<file path="src/hw/fhp_defines.svh">
// Timing constants of the flash host pin controller
// How it works
// Device holds 1,048,576 bytes on twenty address pins, sixteen 64K blocks.
// Block erase clears exactly one block, typically 1.6 s.
// Device can suspend an erase so other blocks can be read.
// Each write or erase starts with two write cycles to the command interface.
// Device's state machine runs the whole algorithm alone once the command is taken.
// Each program writes one byte, typically within 8 us.
// Device keeps a readable status register of activity and success.
// Device holds ready_busy_n low while erasing or writing.
// Device holds ready_busy_n high when idle, suspended or powered down.
// Device always drives ready_busy_n, never floats it.
// Low powerdown_reset_n keeps device powered down, state machine reset, status cleared.
// Low powerdown_reset_n refuses every erase and byte write.
// After powerdown_reset_n rises, wait 400 ns to read, 1 us to write.
// Device floats data_pins when chip select or output gate is high.
// Device drives data_pins only while output gate and chip select are low.
// Address and data are captured on write strobe rising edge; host holds them.
// data_pins take commands on writes, return array, status or identifier on reads.
// Low program supply blocks all writes and erases.
// Host programs zeros only into ones; sends ones for bits already zero.
`ifndef FHP_DEFINES_SVH
`define FHP_DEFINES_SVH

`define FHP_CLK_NS 100
`define FHP_T_RD_WAKE_NS 400
`define FHP_T_WR_WAKE_NS 1000
`define FHP_T_WE_LOW_NS 100
`define FHP_T_ACC_NS 85
`define FHP_T_SETTLE_NS 200
`define FHP_CYC_UP(ns) (((ns) + `FHP_CLK_NS - 1) / `FHP_CLK_NS)
`define FHP_RD_WAKE_CYC `FHP_CYC_UP(`FHP_T_RD_WAKE_NS)
`define FHP_WR_WAKE_CYC `FHP_CYC_UP(`FHP_T_WR_WAKE_NS)
`define FHP_WE_LOW_CYC `FHP_CYC_UP(`FHP_T_WE_LOW_NS)
`define FHP_SYNC_STAGES 2
`define FHP_RD_WAIT_CYC (`FHP_CYC_UP(`FHP_T_ACC_NS) + `FHP_SYNC_STAGES)
`define FHP_SETTLE_CYC `FHP_CYC_UP(`FHP_T_SETTLE_NS)
`define FHP_ADDR_W 20
`define FHP_DATA_W 8

`endif

</file>
<file path="src/hw/fhp_pkg.sv">
// Types shared by the flash host pin controller
package fhp_pkg;

  typedef enum logic [1:0] {
    FHP_OP_READ = 2'b00,
    FHP_OP_WRITE1 = 2'b01,
    FHP_OP_WRITE2 = 2'b10,
    FHP_OP_SPARE = 2'b11
  } fhp_op_t;

  typedef enum logic [2:0] {
    FHP_ST_IDLE = 3'b000,
    FHP_ST_WSETUP = 3'b001,
    FHP_ST_WLOW = 3'b010,
    FHP_ST_WHOLD = 3'b011,
    FHP_ST_RLOW = 3'b100,
    FHP_ST_SETTLE = 3'b101,
    FHP_ST_BUSY = 3'b110,
    FHP_ST_PD = 3'b111
  } fhp_state_t;

endpackage

</file>
<file path="src/hw/fhp_host.sv">
// Host-side controller driving the pins of a byte-wide block-erasable flash
`timescale 1ns/1ps
`include "fhp_defines.svh"
module fhp_host import fhp_pkg::*; (
  input wire logic core_clk,
  input wire logic sys_rst,
  input wire logic ce,
  input wire logic pd_req,
  input wire logic cmd_valid,
  output logic cmd_ready,
  input wire fhp_op_t cmd_op,
  input wire logic [19:0] cmd_addr,
  input wire logic [7:0] cmd_code,
  input wire logic [7:0] cmd_data,
  input wire logic [7:0] cmd_old,
  input wire logic cmd_mask,
  input wire logic cmd_wait,
  output logic rsp_valid,
  output logic [7:0] rsp_data,
  output logic dev_ready,
  output logic chip_select_n,
  output logic output_gate_n,
  output logic write_strobe_n,
  output logic [19:0] address_pins,
  output logic [7:0] data_pins_o,
  output logic data_pins_oe,
  input wire logic [7:0] data_pins_i,
  input wire logic ready_busy_n,
  output logic powerdown_reset_n
);
  localparam logic [3:0] RD_WAKE = 4'(`FHP_RD_WAKE_CYC);
  localparam logic [3:0] WR_WAKE = 4'(`FHP_WR_WAKE_CYC);
  localparam logic [3:0] WE_LOW = 4'(`FHP_WE_LOW_CYC);
  localparam logic [3:0] RD_WAIT = 4'(`FHP_RD_WAIT_CYC);
  localparam logic [3:0] SETTLE = 4'(`FHP_SETTLE_CYC);

  // Only clear bits that go 1 to 0; bits already zero are sent as one
  function automatic logic [7:0] prog_pattern(input logic [7:0] new_val, input logic [7:0] old_val);
    prog_pattern = new_val | ~old_val;
  endfunction

  fhp_state_t state_ff;
  logic [3:0] wake_ff;
  logic [3:0] cnt_ff;
  logic [19:0] addr_ff;
  logic [7:0] dout_ff;
  logic [7:0] byte2_ff;
  logic [7:0] old_ff;
  logic second_ff;
  logic mask_ff;
  logic wait_ff;
  logic pd_n_ff;
  logic cs_n_ff;
  logic oe_n_ff;
  logic we_n_ff;
  logic doe_ff;
  logic rsp_valid_ff;
  logic [7:0] rsp_data_ff;
  logic [8:0] pins_q;
  logic rb_q;
  logic [7:0] din_q;
  logic take;
  logic is_write;

  fhp_sync u_sync (
    .core_clk(core_clk),
    .sys_rst(sys_rst),
    .ce(ce),
    .d_async({ready_busy_n, data_pins_i}),
    .q(pins_q)
  );
  assign rb_q = pins_q[8];
  assign din_q = pins_q[7:0];

  // Reads open earlier after wake than command writes do
  assign is_write = (cmd_op == FHP_OP_WRITE1) || (cmd_op == FHP_OP_WRITE2);
  always_comb begin
    cmd_ready = 1'b0;
    if (ce && state_ff == FHP_ST_IDLE && !pd_req && pd_n_ff && cmd_op != FHP_OP_SPARE) begin
      cmd_ready = is_write ? (wake_ff >= WR_WAKE) : (wake_ff >= RD_WAKE);
    end
  end
  assign take = cmd_valid && cmd_ready;

  // Powerdown line and the wake timer after its release
  always_ff @(posedge core_clk) begin
    if (sys_rst) begin
      pd_n_ff <= 1'b0;
      wake_ff <= 4'h0;
    end else if (ce) begin
      if (state_ff == FHP_ST_PD || (state_ff == FHP_ST_IDLE && pd_req)) begin
        pd_n_ff <= !pd_req && state_ff == FHP_ST_PD;
        wake_ff <= 4'h0;
      end else if (wake_ff < WR_WAKE) begin
        wake_ff <= wake_ff + 4'h1;
      end
    end
  end

  // Sequencer for pin cycles
  always_ff @(posedge core_clk) begin
    if (sys_rst) begin
      state_ff <= FHP_ST_PD;
      cnt_ff <= 4'h0;
      addr_ff <= 20'h00000;
      dout_ff <= 8'h00;
      byte2_ff <= 8'h00;
      old_ff <= 8'h00;
      second_ff <= 1'b0;
      mask_ff <= 1'b0;
      wait_ff <= 1'b0;
      cs_n_ff <= 1'b1;
      oe_n_ff <= 1'b1;
      we_n_ff <= 1'b1;
      doe_ff <= 1'b0;
    end else if (ce) begin
      unique case (state_ff)
        FHP_ST_PD: begin
          if (!pd_req) begin
            state_ff <= FHP_ST_IDLE;
          end
        end
        FHP_ST_IDLE: begin
          if (pd_req) begin
            state_ff <= FHP_ST_PD;
          end else if (take && is_write) begin
            addr_ff <= cmd_addr;
            dout_ff <= cmd_code;
            byte2_ff <= cmd_mask ? prog_pattern(cmd_data, cmd_old) : cmd_data;
            old_ff <= cmd_old;
            mask_ff <= cmd_mask;
            second_ff <= (cmd_op == FHP_OP_WRITE2);
            wait_ff <= cmd_wait;
            cs_n_ff <= 1'b0;
            doe_ff <= 1'b1;
            state_ff <= FHP_ST_WSETUP;
          end else if (take) begin
            addr_ff <= cmd_addr;
            cs_n_ff <= 1'b0;
            oe_n_ff <= 1'b0;
            cnt_ff <= RD_WAIT - 4'h1;
            state_ff <= FHP_ST_RLOW;
          end
        end
        FHP_ST_WSETUP: begin
          we_n_ff <= 1'b0;
          cnt_ff <= WE_LOW - 4'h1;
          state_ff <= FHP_ST_WLOW;
        end
        FHP_ST_WLOW: begin
          if (cnt_ff == 4'h0) begin
            we_n_ff <= 1'b1;
            state_ff <= FHP_ST_WHOLD;
          end else begin
            cnt_ff <= cnt_ff - 4'h1;
          end
        end
        FHP_ST_WHOLD: begin
          // Address and data stay put for this whole cycle past the rising edge
          if (second_ff) begin
            dout_ff <= byte2_ff;
            second_ff <= 1'b0;
            state_ff <= FHP_ST_WSETUP;
          end else begin
            doe_ff <= 1'b0;
            cs_n_ff <= 1'b1;
            cnt_ff <= SETTLE - 4'h1;
            state_ff <= wait_ff ? FHP_ST_SETTLE : FHP_ST_IDLE;
          end
        end
        FHP_ST_SETTLE: begin
          // Busy takes a moment to fall after the command lands
          if (cnt_ff == 4'h0) begin
            state_ff <= FHP_ST_BUSY;
          end else begin
            cnt_ff <= cnt_ff - 4'h1;
          end
        end
        FHP_ST_BUSY: begin
          if (rb_q) begin
            state_ff <= FHP_ST_IDLE;
          end
        end
        FHP_ST_RLOW: begin
          if (cnt_ff == 4'h0) begin
            oe_n_ff <= 1'b1;
            cs_n_ff <= 1'b1;
            state_ff <= FHP_ST_IDLE;
          end else begin
            cnt_ff <= cnt_ff - 4'h1;
          end
        end
      endcase
    end
  end

  // Answer to the user: read data, or completion of a write sequence
  always_ff @(posedge core_clk) begin
    if (sys_rst) begin
      rsp_valid_ff <= 1'b0;
      rsp_data_ff <= 8'h00;
    end else if (ce) begin
      rsp_valid_ff <= 1'b0;
      if (state_ff == FHP_ST_RLOW && cnt_ff == 4'h0) begin
        rsp_valid_ff <= 1'b1;
        rsp_data_ff <= din_q;
      end else if (state_ff == FHP_ST_WHOLD && !second_ff && !wait_ff) begin
        rsp_valid_ff <= 1'b1;
        rsp_data_ff <= 8'h00;
      end else if (state_ff == FHP_ST_BUSY && rb_q) begin
        rsp_valid_ff <= 1'b1;
        rsp_data_ff <= 8'h00;
      end
    end
  end

  assign rsp_valid = rsp_valid_ff;
  assign rsp_data = rsp_data_ff;
  assign dev_ready = rb_q;
  assign chip_select_n = cs_n_ff;
  assign output_gate_n = oe_n_ff;
  assign write_strobe_n = we_n_ff;
  assign address_pins = addr_ff;
  assign data_pins_o = dout_ff;
  assign data_pins_oe = doe_ff;
  assign powerdown_reset_n = pd_n_ff;
endmodule

</file>
<file path="src/hw/fhp_sync.sv">
// Two-stage synchroniser for the flash pins read back by the host
`timescale 1ns/1ps
module fhp_sync (
  input wire logic core_clk,
  input wire logic sys_rst,
  input wire logic ce,
  input wire logic [8:0] d_async,
  output logic [8:0] q
);
  logic [8:0] meta_ff;
  logic [8:0] q_ff;

  always_ff @(posedge core_clk) begin
    if (sys_rst) begin
      meta_ff <= 9'h000;
      q_ff <= 9'h000;
    end else if (ce) begin
      meta_ff <= d_async;
      q_ff <= meta_ff;
    end
  end

  assign q = q_ff;
endmodule

</file>
<file path="config.mk">
export PLATFORM = sky130hd
export DESIGN_NAME = fhp_host
export DESIGN_NICKNAME = d
export VERILOG_FILES = /design/src/hw/fhp_pkg.sv /design/src/hw/fhp_host.sv /design/src/hw/fhp_sync.sv
export VERILOG_INCLUDE_DIRS = /design/src /design/src/hw
export SDC_FILE = /design/constraint.sdc
export NUM_CORES = 1
export LEC_CHECK = 0
export BUFFER_PORTS_ARGS = -buffer_cell sky130_fd_sc_hd__buf_2
export CAP_MARGIN = 20
export CORE_MARGIN = 2
export CORE_UTILIZATION = 52
export CTS_CLUSTER_DIAMETER = 100
export DETAILED_ROUTE_END_ITERATION = 10
export PLACE_DENSITY = 0.8
export SLEW_MARGIN = 10
export SYNTH_ARGS = -nofsm -noshare
export SYNTH_HDL_FRONTEND = slang
export SYNTH_SLANG_ARGS = --single-unit
</file>
<file path="constraint.sdc">
create_clock -name core_clk -period 2.4 [get_ports core_clk]
set_input_delay 0.12 -clock core_clk [delete_from_list [all_inputs] [get_ports core_clk]]
set_output_delay 0.12 -clock core_clk [all_outputs]
set_load 0.02 [all_outputs]
</file>
==> metrics, run 1 <==
DP Area=4150 µm²; height of the chip=87.4 µm; clock slew at reported path FFs=0.08 ns; via count=3321; status=completed; cell accounting for the most synthesized area=dfxtp_1; RePlAce Congestion=0.880; final hold slack=0.00762 ns; Max Clk Rate=466 MHz; Commonest cells post-synth=dfxtp_1 (81), a21oi_1 (52), nand2_1 (51); CP Cell Sequence=inv_1 -> ha_1 -> or3b_2 -> a31o_2 -> a21oi_1 -> o21ai_0 -> o211ai_1; pwr/cell area=691 nW/µm²; synthesized instance count=406; r2r setup slk=0.25 ns; fraction of registers with async set/reset=0%; clk_skew=0.00924 ns; Final Max Slew Viols=0; sequential-to-total area share from yosys stat=44.8%; Critical Path Start Type=flip-flop; overall routing resource usage=22.1%; H-tree Lvls=3; vias per cell=5.55; worst r2r path cells=7; Worst slew margin=47.8%; wire length on met3=659 µm; Period Utilization, post-route=89.5%; count leader, synth=dfxtp_1; Worst Setup Path Type=flip-flop to flip-flop; routed wl met2=3.98 mm; Die Footprint=7640 µm²; layout net count=579; Worst VDD drop=0.465 mV; HP Start=cmd_addr[13]; highest metal used=met4; TritonRoute pass-1 iters=5; post-CTS setup buffers=0; post-detail-place hpwl=5.75 mm; Hold Crit Class=primary input to flip-flop; Final Hold Vio Count=0; Critical Path Max Stage Delay=0.51 ns; Yosys Warn Count=0; Mapped Area=3620 µm²; P_leak=1.99 nW; residual DRC count=0; antenna violations before repair=0; layout cells sized above 1=28.0%; final WL=8.50 mm; fin crit period=2.15 ns; RSZ-0062 raised after global routing=no; Final setup viols=0; number of max-cap violations=0; root buffer cell=clkbuf_8; first-pass GRT wire length=13.5 mm; Critical R2R Launch=cnt_ff[0]; Synth Flop Type=dfxtp_1; Syn Nets=472; fin area=4490 µm²; clk buf depth=2; Core Util, Final=66.5%; drt wl/cell=14.2 µm; Synth-to-Final Area Change=24.2%; total congestion overflow=0; largest net degree at the start of global routing=37; Ant. Diodes=0; wl on met1=3.74 mm; reg2reg end=state_ff[2]; row count=30; vias in the first global route=2946; post-synth top area share=44.8%; Die Width=87.4 µm; crit-path max FO=5; # resized after CTS=0; post-route ant nets=0; Initial Util=53.6%; core area=6760 µm²; IO Pins=106; clk sinks=81; CTS Hold Bufs=12; Yosys cell types=57; CP max stage cell=or3b_2; syn avg cell area=8.92 µm²; hold path endpoint=address_pins[13]; CTS tree=yes; Crit path required time=2.67 ns; actual slew at the worst max-slew pin=0.778 ns; cts bufs inserted=9; clk_lat worst skew=0.35 ns; number of flops mapped to enable cells by yosys=0; Total Power=3.11 mW; Initial DRC Count=166; worst endpoint data arrival time=2.42 ns; input/output buffers=105; main area contributors after synthesis=dfxtp_1 (45%), mux2i_1 (8.0%), a21oi_1 (7.2%); total negative slack=0 ns; hold path depth=3; Worst setup EP type=flip-flop; synthesis-stage register bit count=81
[routing by layer]
layer	global-route usage, %	vias to the layer above
met5	0	-
met4	8.39	0
met3	5.31	12
met2	36.0	143
met1	28.3	1507
li1	-	1659
[critical path, delay by kind of cell (launching register included)]
family / cells / cell delay [ns]
AOI/OAI and AO/OA: 4 / 0.93
adders and majority gates: 1 / 0.22
buffers and inverters: 1 / 0.10
DFF: 1 / 0.31
and+or+nand+nor: 1 / 0.51
[layout make-up]
type                            instances  area, µm²
Clock inverter                          6       73.8
Timing Repair Buffer                  127        736
Multi-Input combinational cell        278       1770
Tap cell                               80        100
Sequential cell                        81       1620
Inverter                               16       60.1
Fill cell                             548       2260
Clock buffer                           10        138
[registers in the layout, summed over array words and instances, names as in the netlist]
name / count
data_pins_o: 8
wait_ff: 1
write_strobe_n: 1
cnt_ff: 4
state_ff: 3
address_pins: 20
chip_select_n: 1
rsp_data: 8
data_pins_oe: 1
wake_ff: 4
second_ff: 1
rsp_valid: 1
u_sync.q: 9
powerdown_reset_n: 1
byte2_ff: 8
output_gate_n: 1
u_sync.meta_ff: 9
[report_power, final]
part	internal (mW)	switching [mW]
registers	1.39	0.0976
logic	0.267	0.312
clock network	0.521	0.516
[metrics by stage]
step | setup slack, ns | cells
4_1_cts | 0.278 | 597
3_5_place_dp | 0.191 | 569
6_report | 0.253 | 598
2_1_floorplan | 0.564 | 406
3_3_place_gp | 0.354 | 569
5_1_grt | 0.0119 | 598
[worst max-delay path by stage]
| stage | start | endpoint | slack [ns] | cells past startpoint |
|---|---|---|---|---|
| detailed placement | cmd_op[0] | cnt_ff[2] | 0.19 | 8 |
| CTS | cnt_ff[0] | state_ff[0] | 0.28 | 7 |
| global route | state_ff[0] | rsp_data[5] | 0.01 | 5 |
| finish | cnt_ff[0] | state_ff[2] | 0.25 | 7 |
| floorplan | cnt_ff[0] | rsp_data[0] | 0.56 | 6 |
| global placement | cnt_ff[0] | state_ff[0] | 0.35 | 7 |
[cells in the final DEF (no fill, tap or decap), types with 8 or more instances in the layout]
master	instances
buf_2	105
dfxtp_1	81
a21oi_1	52
nand2_1	51
nor2_1	36
mux2i_1	29
inv_1	16
o21ai_0	15
dlygate4sd3_1	13
clkbuf_8	10
a22o_1	9
a311oi_1	9
a211oi_1	8
buf_4	8
[cells by family (layout without fill, tap and decap cells)]
logic type,count (synthesis),after routing,share of synthesized area [%]
AND/OR/NAND/NOR,126,126,17.3
AO/OA/AOI/OAI,119,119,21.8
flip-flops,81,81,44.8
buffers and inverters,47,159,6.67
multiplexers,29,29,8.02
adder cells (fa/ha/maj),4,4,1.38
No activity file was read; power rests on OpenSTA's default activity.
==> run 2, diff against run 1 <==
CORE_UTILIZATION = 40   (was 52)
PLACE_DENSITY = not set   (was 0.8)
==> run 2 against run 1 <==
Net effect:
- register-to-register slack gained 0.04 ns
- setup slack got worse by 0.017 ns
- die area increased by 29%
- first-iteration DRC count is 23% lower
- routed wire length rose by 2.9%
- count of clock-buffer cells in the layout unchanged
==> metrics, run 2 (synthesis gave the netlist of run 1 again) <==
status=completed; Die Footprint=9830 µm²; Worst VDD drop=0.356 mV; IO Pins=106; antenna violations before repair=0; Final Hold Vio Count=0; Final setup viols=0; fin area=4720 µm²; Critical Path Max Stage Delay=0.56 ns; Worst setup EP type=output pin; RePlAce Congestion=0.942; Crit path required time=2.28 ns; clock slew at reported path FFs=0.09 ns; CP Cell Sequence=or3_1 -> nor4_1 -> buf_2; Initial Util=41.3%; Max Clk Rate=462 MHz; hold path endpoint=u_sync.meta_ff[7]; clk sinks=81; HP Start=data_pins_i[7]; clk_lat worst skew=0.36 ns; TritonRoute pass-1 iters=6; CP bufs+invs=1; CP delay by family, top=simple AND/OR/NAND/NOR gates; number of max-cap violations=0; post-route ant nets=0; Die Width=99.1 µm; # resized after CTS=0; H-tree Lvls=3; Total Power=3.15 mW; Hold Crit Class=primary input to flip-flop; vias per cell=5.11; net load switching power=944 µW; drt wl/cell=13.5 µm; cts bufs inserted=9; crit-path max FO=23; overall routing resource usage=17.9%; reg2reg end=rsp_data[3]; final WL=8.75 mm; internal power=2.21 mW; r2r setup slk=0.29 ns; actual slew at the worst max-slew pin=0.766 ns; vias in the first global route=3097; first-pass GRT wire length=14.2 mm; clk_skew=0.0120 ns; fin crit period=2.16 ns; Worst Setup Path Type=flip-flop to output pin; Critical Path Start Type=flip-flop; Filler Cell Count=811; DP Area=4220 µm²; Critical R2R Launch=cnt_ff[0]; layout net count=599; post-detail-place hpwl=6.11 mm; CTS tree=yes; height of the chip=99.1 µm; clk buf depth=2; total congestion overflow=0; Period Utilization, post-route=90.1%; Initial DRC Count=127; P_leak=2.08 nW; Synth-to-Final Area Change=30.4%; Sequential Power Share=46.8%; Switching Share=29.9%; RSZ-0062 raised after global routing=no; power share of the combinational group=19.7%; total negative slack=0 ns; CP max stage cell=or3_1; Ant. Diodes=0; largest net degree at the start of global routing=31; residual DRC count=0; row count=34; root buffer cell=clkbuf_8; most common cell after layout, fill and taps aside=buf_2; via count=3303; input/output buffers=105; Final Max Slew Viols=0; core area=8760 µm²; hold path depth=3; worst endpoint data arrival time=2.04 ns; worst r2r path cells=7; layout cells sized above 1=27.7%; clock network fraction of design power=33.5%; pwr/cell area=668 nW/µm²; commonest non-fill, non-tap cells in the layout=buf_2 (105), dfxtp_1 (81), a21oi_1 (52); max FFs per register=20; Worst slew margin=48.5%
[run 2: changes by cell type in the layout (fill, tap and decap cells not counted), sizes merged]
cell         change
clkinvlp         -1
clkinv           +1
buf              +4
dlygate4sd3     +16
[run 2: stage by stage]
stage / utilization, % / cells / hold slack (ns) / worst slack, ns
floorplan: - / 406 / 0.256 / 0.564
global placement: 48.1 / 601 / 0.354 / 0.301
detailed placement: 48.1 / 601 / 0.361 / 0.278
CTS: 53.9 / 646 / 0.00201 / 0.263
global route: 53.9 / 646 / 0.0198 / 0.101
finish: 53.9 / 646 / 0.0148 / 0.236
[run 2: final cells by class]
class	instances	area [µm²]	share of cell area, %
clock buffers	10	138	2.92
repair buffers	147	926	19.6
multi-input cells	278	1770	37.4
inverters	16	60.1	1.27
well taps	108	135	2.86
flip-flops and latches	81	1620	34.3
clock inverters	6	75.1	1.59
[run 2: worst max-delay path by stage]
stage / from / slack (ns) / cells after the start / endpoint
after detailed placement: cmd_op[0] / 0.28 / 8 / cnt_ff[2]
after global routing: cnt_ff[0] / 0.10 / 7 / rsp_data[7]
final: state_ff[2] / 0.24 / 3 / cmd_ready
after CTS: state_ff[2] / 0.26 / 3 / cmd_ready
after global placement: cnt_ff[0] / 0.30 / 7 / rsp_data[1]
after floorplan: cnt_ff[0] / 0.56 / 6 / rsp_data[0]
[run 2: tightest hold or removal path, stage by stage]
cell and delay [ns]:
buf_2 0.08, mux2i_1 0.06, nor2_1 0.08
[run 2: per-layer routing]
metal  wire length [µm]  track usage, %  share of wire (%)  up-vias
met5                  0               0                  0        -
li1                   -               -                  -     1698
met2               4010            29.9                 46      105
met4                 93            5.69                1.1        0
met3                583            5.27                6.7        7
met1               4060            22.3                 46     1493
[run 2: power groups by stage]
stage	Combinational (mW)	Clock [mW]	Sequential, mW
6_report	0.621	1.06	1.48
5_1_grt	0.684	1.13	1.49
4_1_cts	0.620	1.09	1.47
3_5_place_dp	0.581	0	1.51
3_3_place_gp	0.576	0	1.51
2_1_floorplan	0.458	0	1.46
[run 2: timing repair]
action / CTS / global route
hold endpoints to repair: 29 / 0
setup buffers: 0 / 0
hold buffers: 29 / 0
==> run 3, diff against run 2 <==
MAX_ROUTING_LAYER = met4   (was not set)
SKIP_CTS_REPAIR_TIMING = 1   (was not set)
==> run 3 against run 2 <==
Net effect:
- first-iteration DRC count decreased by 3.9%
- sequential share of layout area rose by 1.2 points
- count of clock-buffer cells in the layout unchanged
- setup slack improved by 0.010 ns
- critical path depth unchanged
- final cell count is 2.5% lower
- clock skew down 0.0042 ns
- largest cell class unchanged
- global-route usage shrank 0.14 points
- the flow now finishes with violations (hold timing)
- clock power about the same
- sequential power hardly changed
==> metrics, run 3 (synthesis gave the netlist of run 1 again) <==
fin crit period=2.15 ns; overall routing resource usage=17.8%; input/output buffers=105; Worst VDD drop=0.355 mV; clk sinks=81; clk_lat worst skew=0.36 ns; IO Pins=106; row count=34; Worst Setup Path Type=flip-flop to output pin; H-tree Lvls=3; Filler Cell Count=836; Die Width=99.1 µm; Sequential Area=1620 µm²; via count=3226; TritonRoute pass-1 iters=6; cts bufs inserted=9; total congestion overflow=0; worst r2r path cells=7; actual slew at the worst max-slew pin=0.766 ns; failing checks=hold timing; Period Utilization, post-route=89.7%; hold path depth=3; vias per cell=5.12; Post-Layout Cell Count=630; RePlAce Congestion=0.959; largest net degree at the start of global routing=31; crit-path max FO=23; layout net count=583; post-detail-place hpwl=6.11 mm; Worst setup EP type=output pin; clk buf depth=2; final WL=8.49 mm; multi-input logic area=1770 µm²; drt wl/cell=13.5 µm; root buffer cell=clkbuf_8; worst endpoint data arrival time=2.03 ns; r2r setup slk=0.30 ns; total negative slack=0 ns; Core Util, Final=52.0%; DP Cell Count=601; Crit path required time=2.28 ns; Ant. Diodes=0; hold path endpoint=address_pins[13]; Final Max Slew Viols=0; Max Clk Rate=464 MHz; core area=8760 µm²; vias in the first global route=2924; Die Footprint=9830 µm²; HP Start=cmd_addr[13]; Critical Path Start Type=flip-flop; CTS tree=yes; status=complete, but fails checks; RSZ-0062 raised after global routing=no; clk_skew=0.00780 ns; P_leak=2.01 nW; Final Hold Vio Count=5; Worst slew margin=48.5%; Final setup viols=0; Synth-to-Final Area Change=26.0%; Critical R2R Launch=cnt_ff[0]; reg2reg end=rsp_data[3]; number of max-cap violations=0; post-route ant nets=0; layout cells sized above 1=28.5%; max FFs per register=20; height of the chip=99.1 µm; antenna violations before repair=0; commonest non-fill, non-tap cells in the layout=buf_2 (105), dfxtp_1 (81), a21oi_1 (52); pwr/cell area=685 nW/µm²; most common cell after layout, fill and taps aside=buf_2; residual DRC count=0; Initial Util=41.3%; Hold Crit Class=primary input to flip-flop; clock slew at reported path FFs=0.09 ns; Initial DRC Count=122; final hold slack=-0.00323 ns; first-pass GRT wire length=13.7 mm
run 3: layer usage:
metal	vias up	global-route usage [%]	part of all wire, %
li1	1664	-	-
met1	1447	22.1	46
met2	106	27.9	45
met3	9	5.34	7.5
met4	0	5.58	1.2
met5	-	-	0
run 3: metrics by stage:
| step | setup slack [ns] | hold slack (ns) | area (µm²) | power [mW] |
|---|---|---|---|---|
| final | 0.247 | -0.00323 | 4560 | 3.12 |
| after CTS | 0.263 | -0.0233 | 4430 | 3.14 |
| after detailed placement | 0.278 | 0.361 | 4220 | 2.09 |
| after global routing | 0.0973 | 0.00162 | 4560 | 3.28 |
| after global placement | 0.301 | 0.354 | 4220 | 2.08 |
| after floorplan | 0.564 | 0.256 | 3620 | 1.92 |
run 3: power by group:
group	total, mW	switching [mW]	internal, mW
sequential	1.48	0.0835	1.39
clock	1.05	0.525	0.523
combinational	0.599	0.321	0.278
total	3.12	0.930	2.19
run 3: cell type report:
type | count | share of cell area, %
timing repair buffer | 131 | 16.8
inverter | 16 | 1.32
clock inverter | 6 | 1.65
multi-input combinational | 278 | 38.7
tap | 108 | 2.96
clock buffer | 10 | 3.02
sequential | 81 | 35.6
run 3: how the worst max path moves through the flow:
stage / start / endpoint / slack [ns] / cells after the start
3_3_place_gp: cnt_ff[0] / rsp_data[1] / 0.30 / 7
4_1_cts: state_ff[2] / cmd_ready / 0.26 / 3
5_1_grt: state_ff[2] / cmd_ready / 0.1 / 3
2_1_floorplan: cnt_ff[0] / rsp_data[0] / 0.56 / 6
3_5_place_dp: cmd_op[0] / cnt_ff[2] / 0.28 / 8
6_report: state_ff[2] / cmd_ready / 0.25 / 3
run 3: worst max-delay path, cell delays in order, from the launching register on:
cell and delay (ns):
dfxtp_1 0.55, or3_1 0.56, nor4_1 0.33, buf_2 0.24
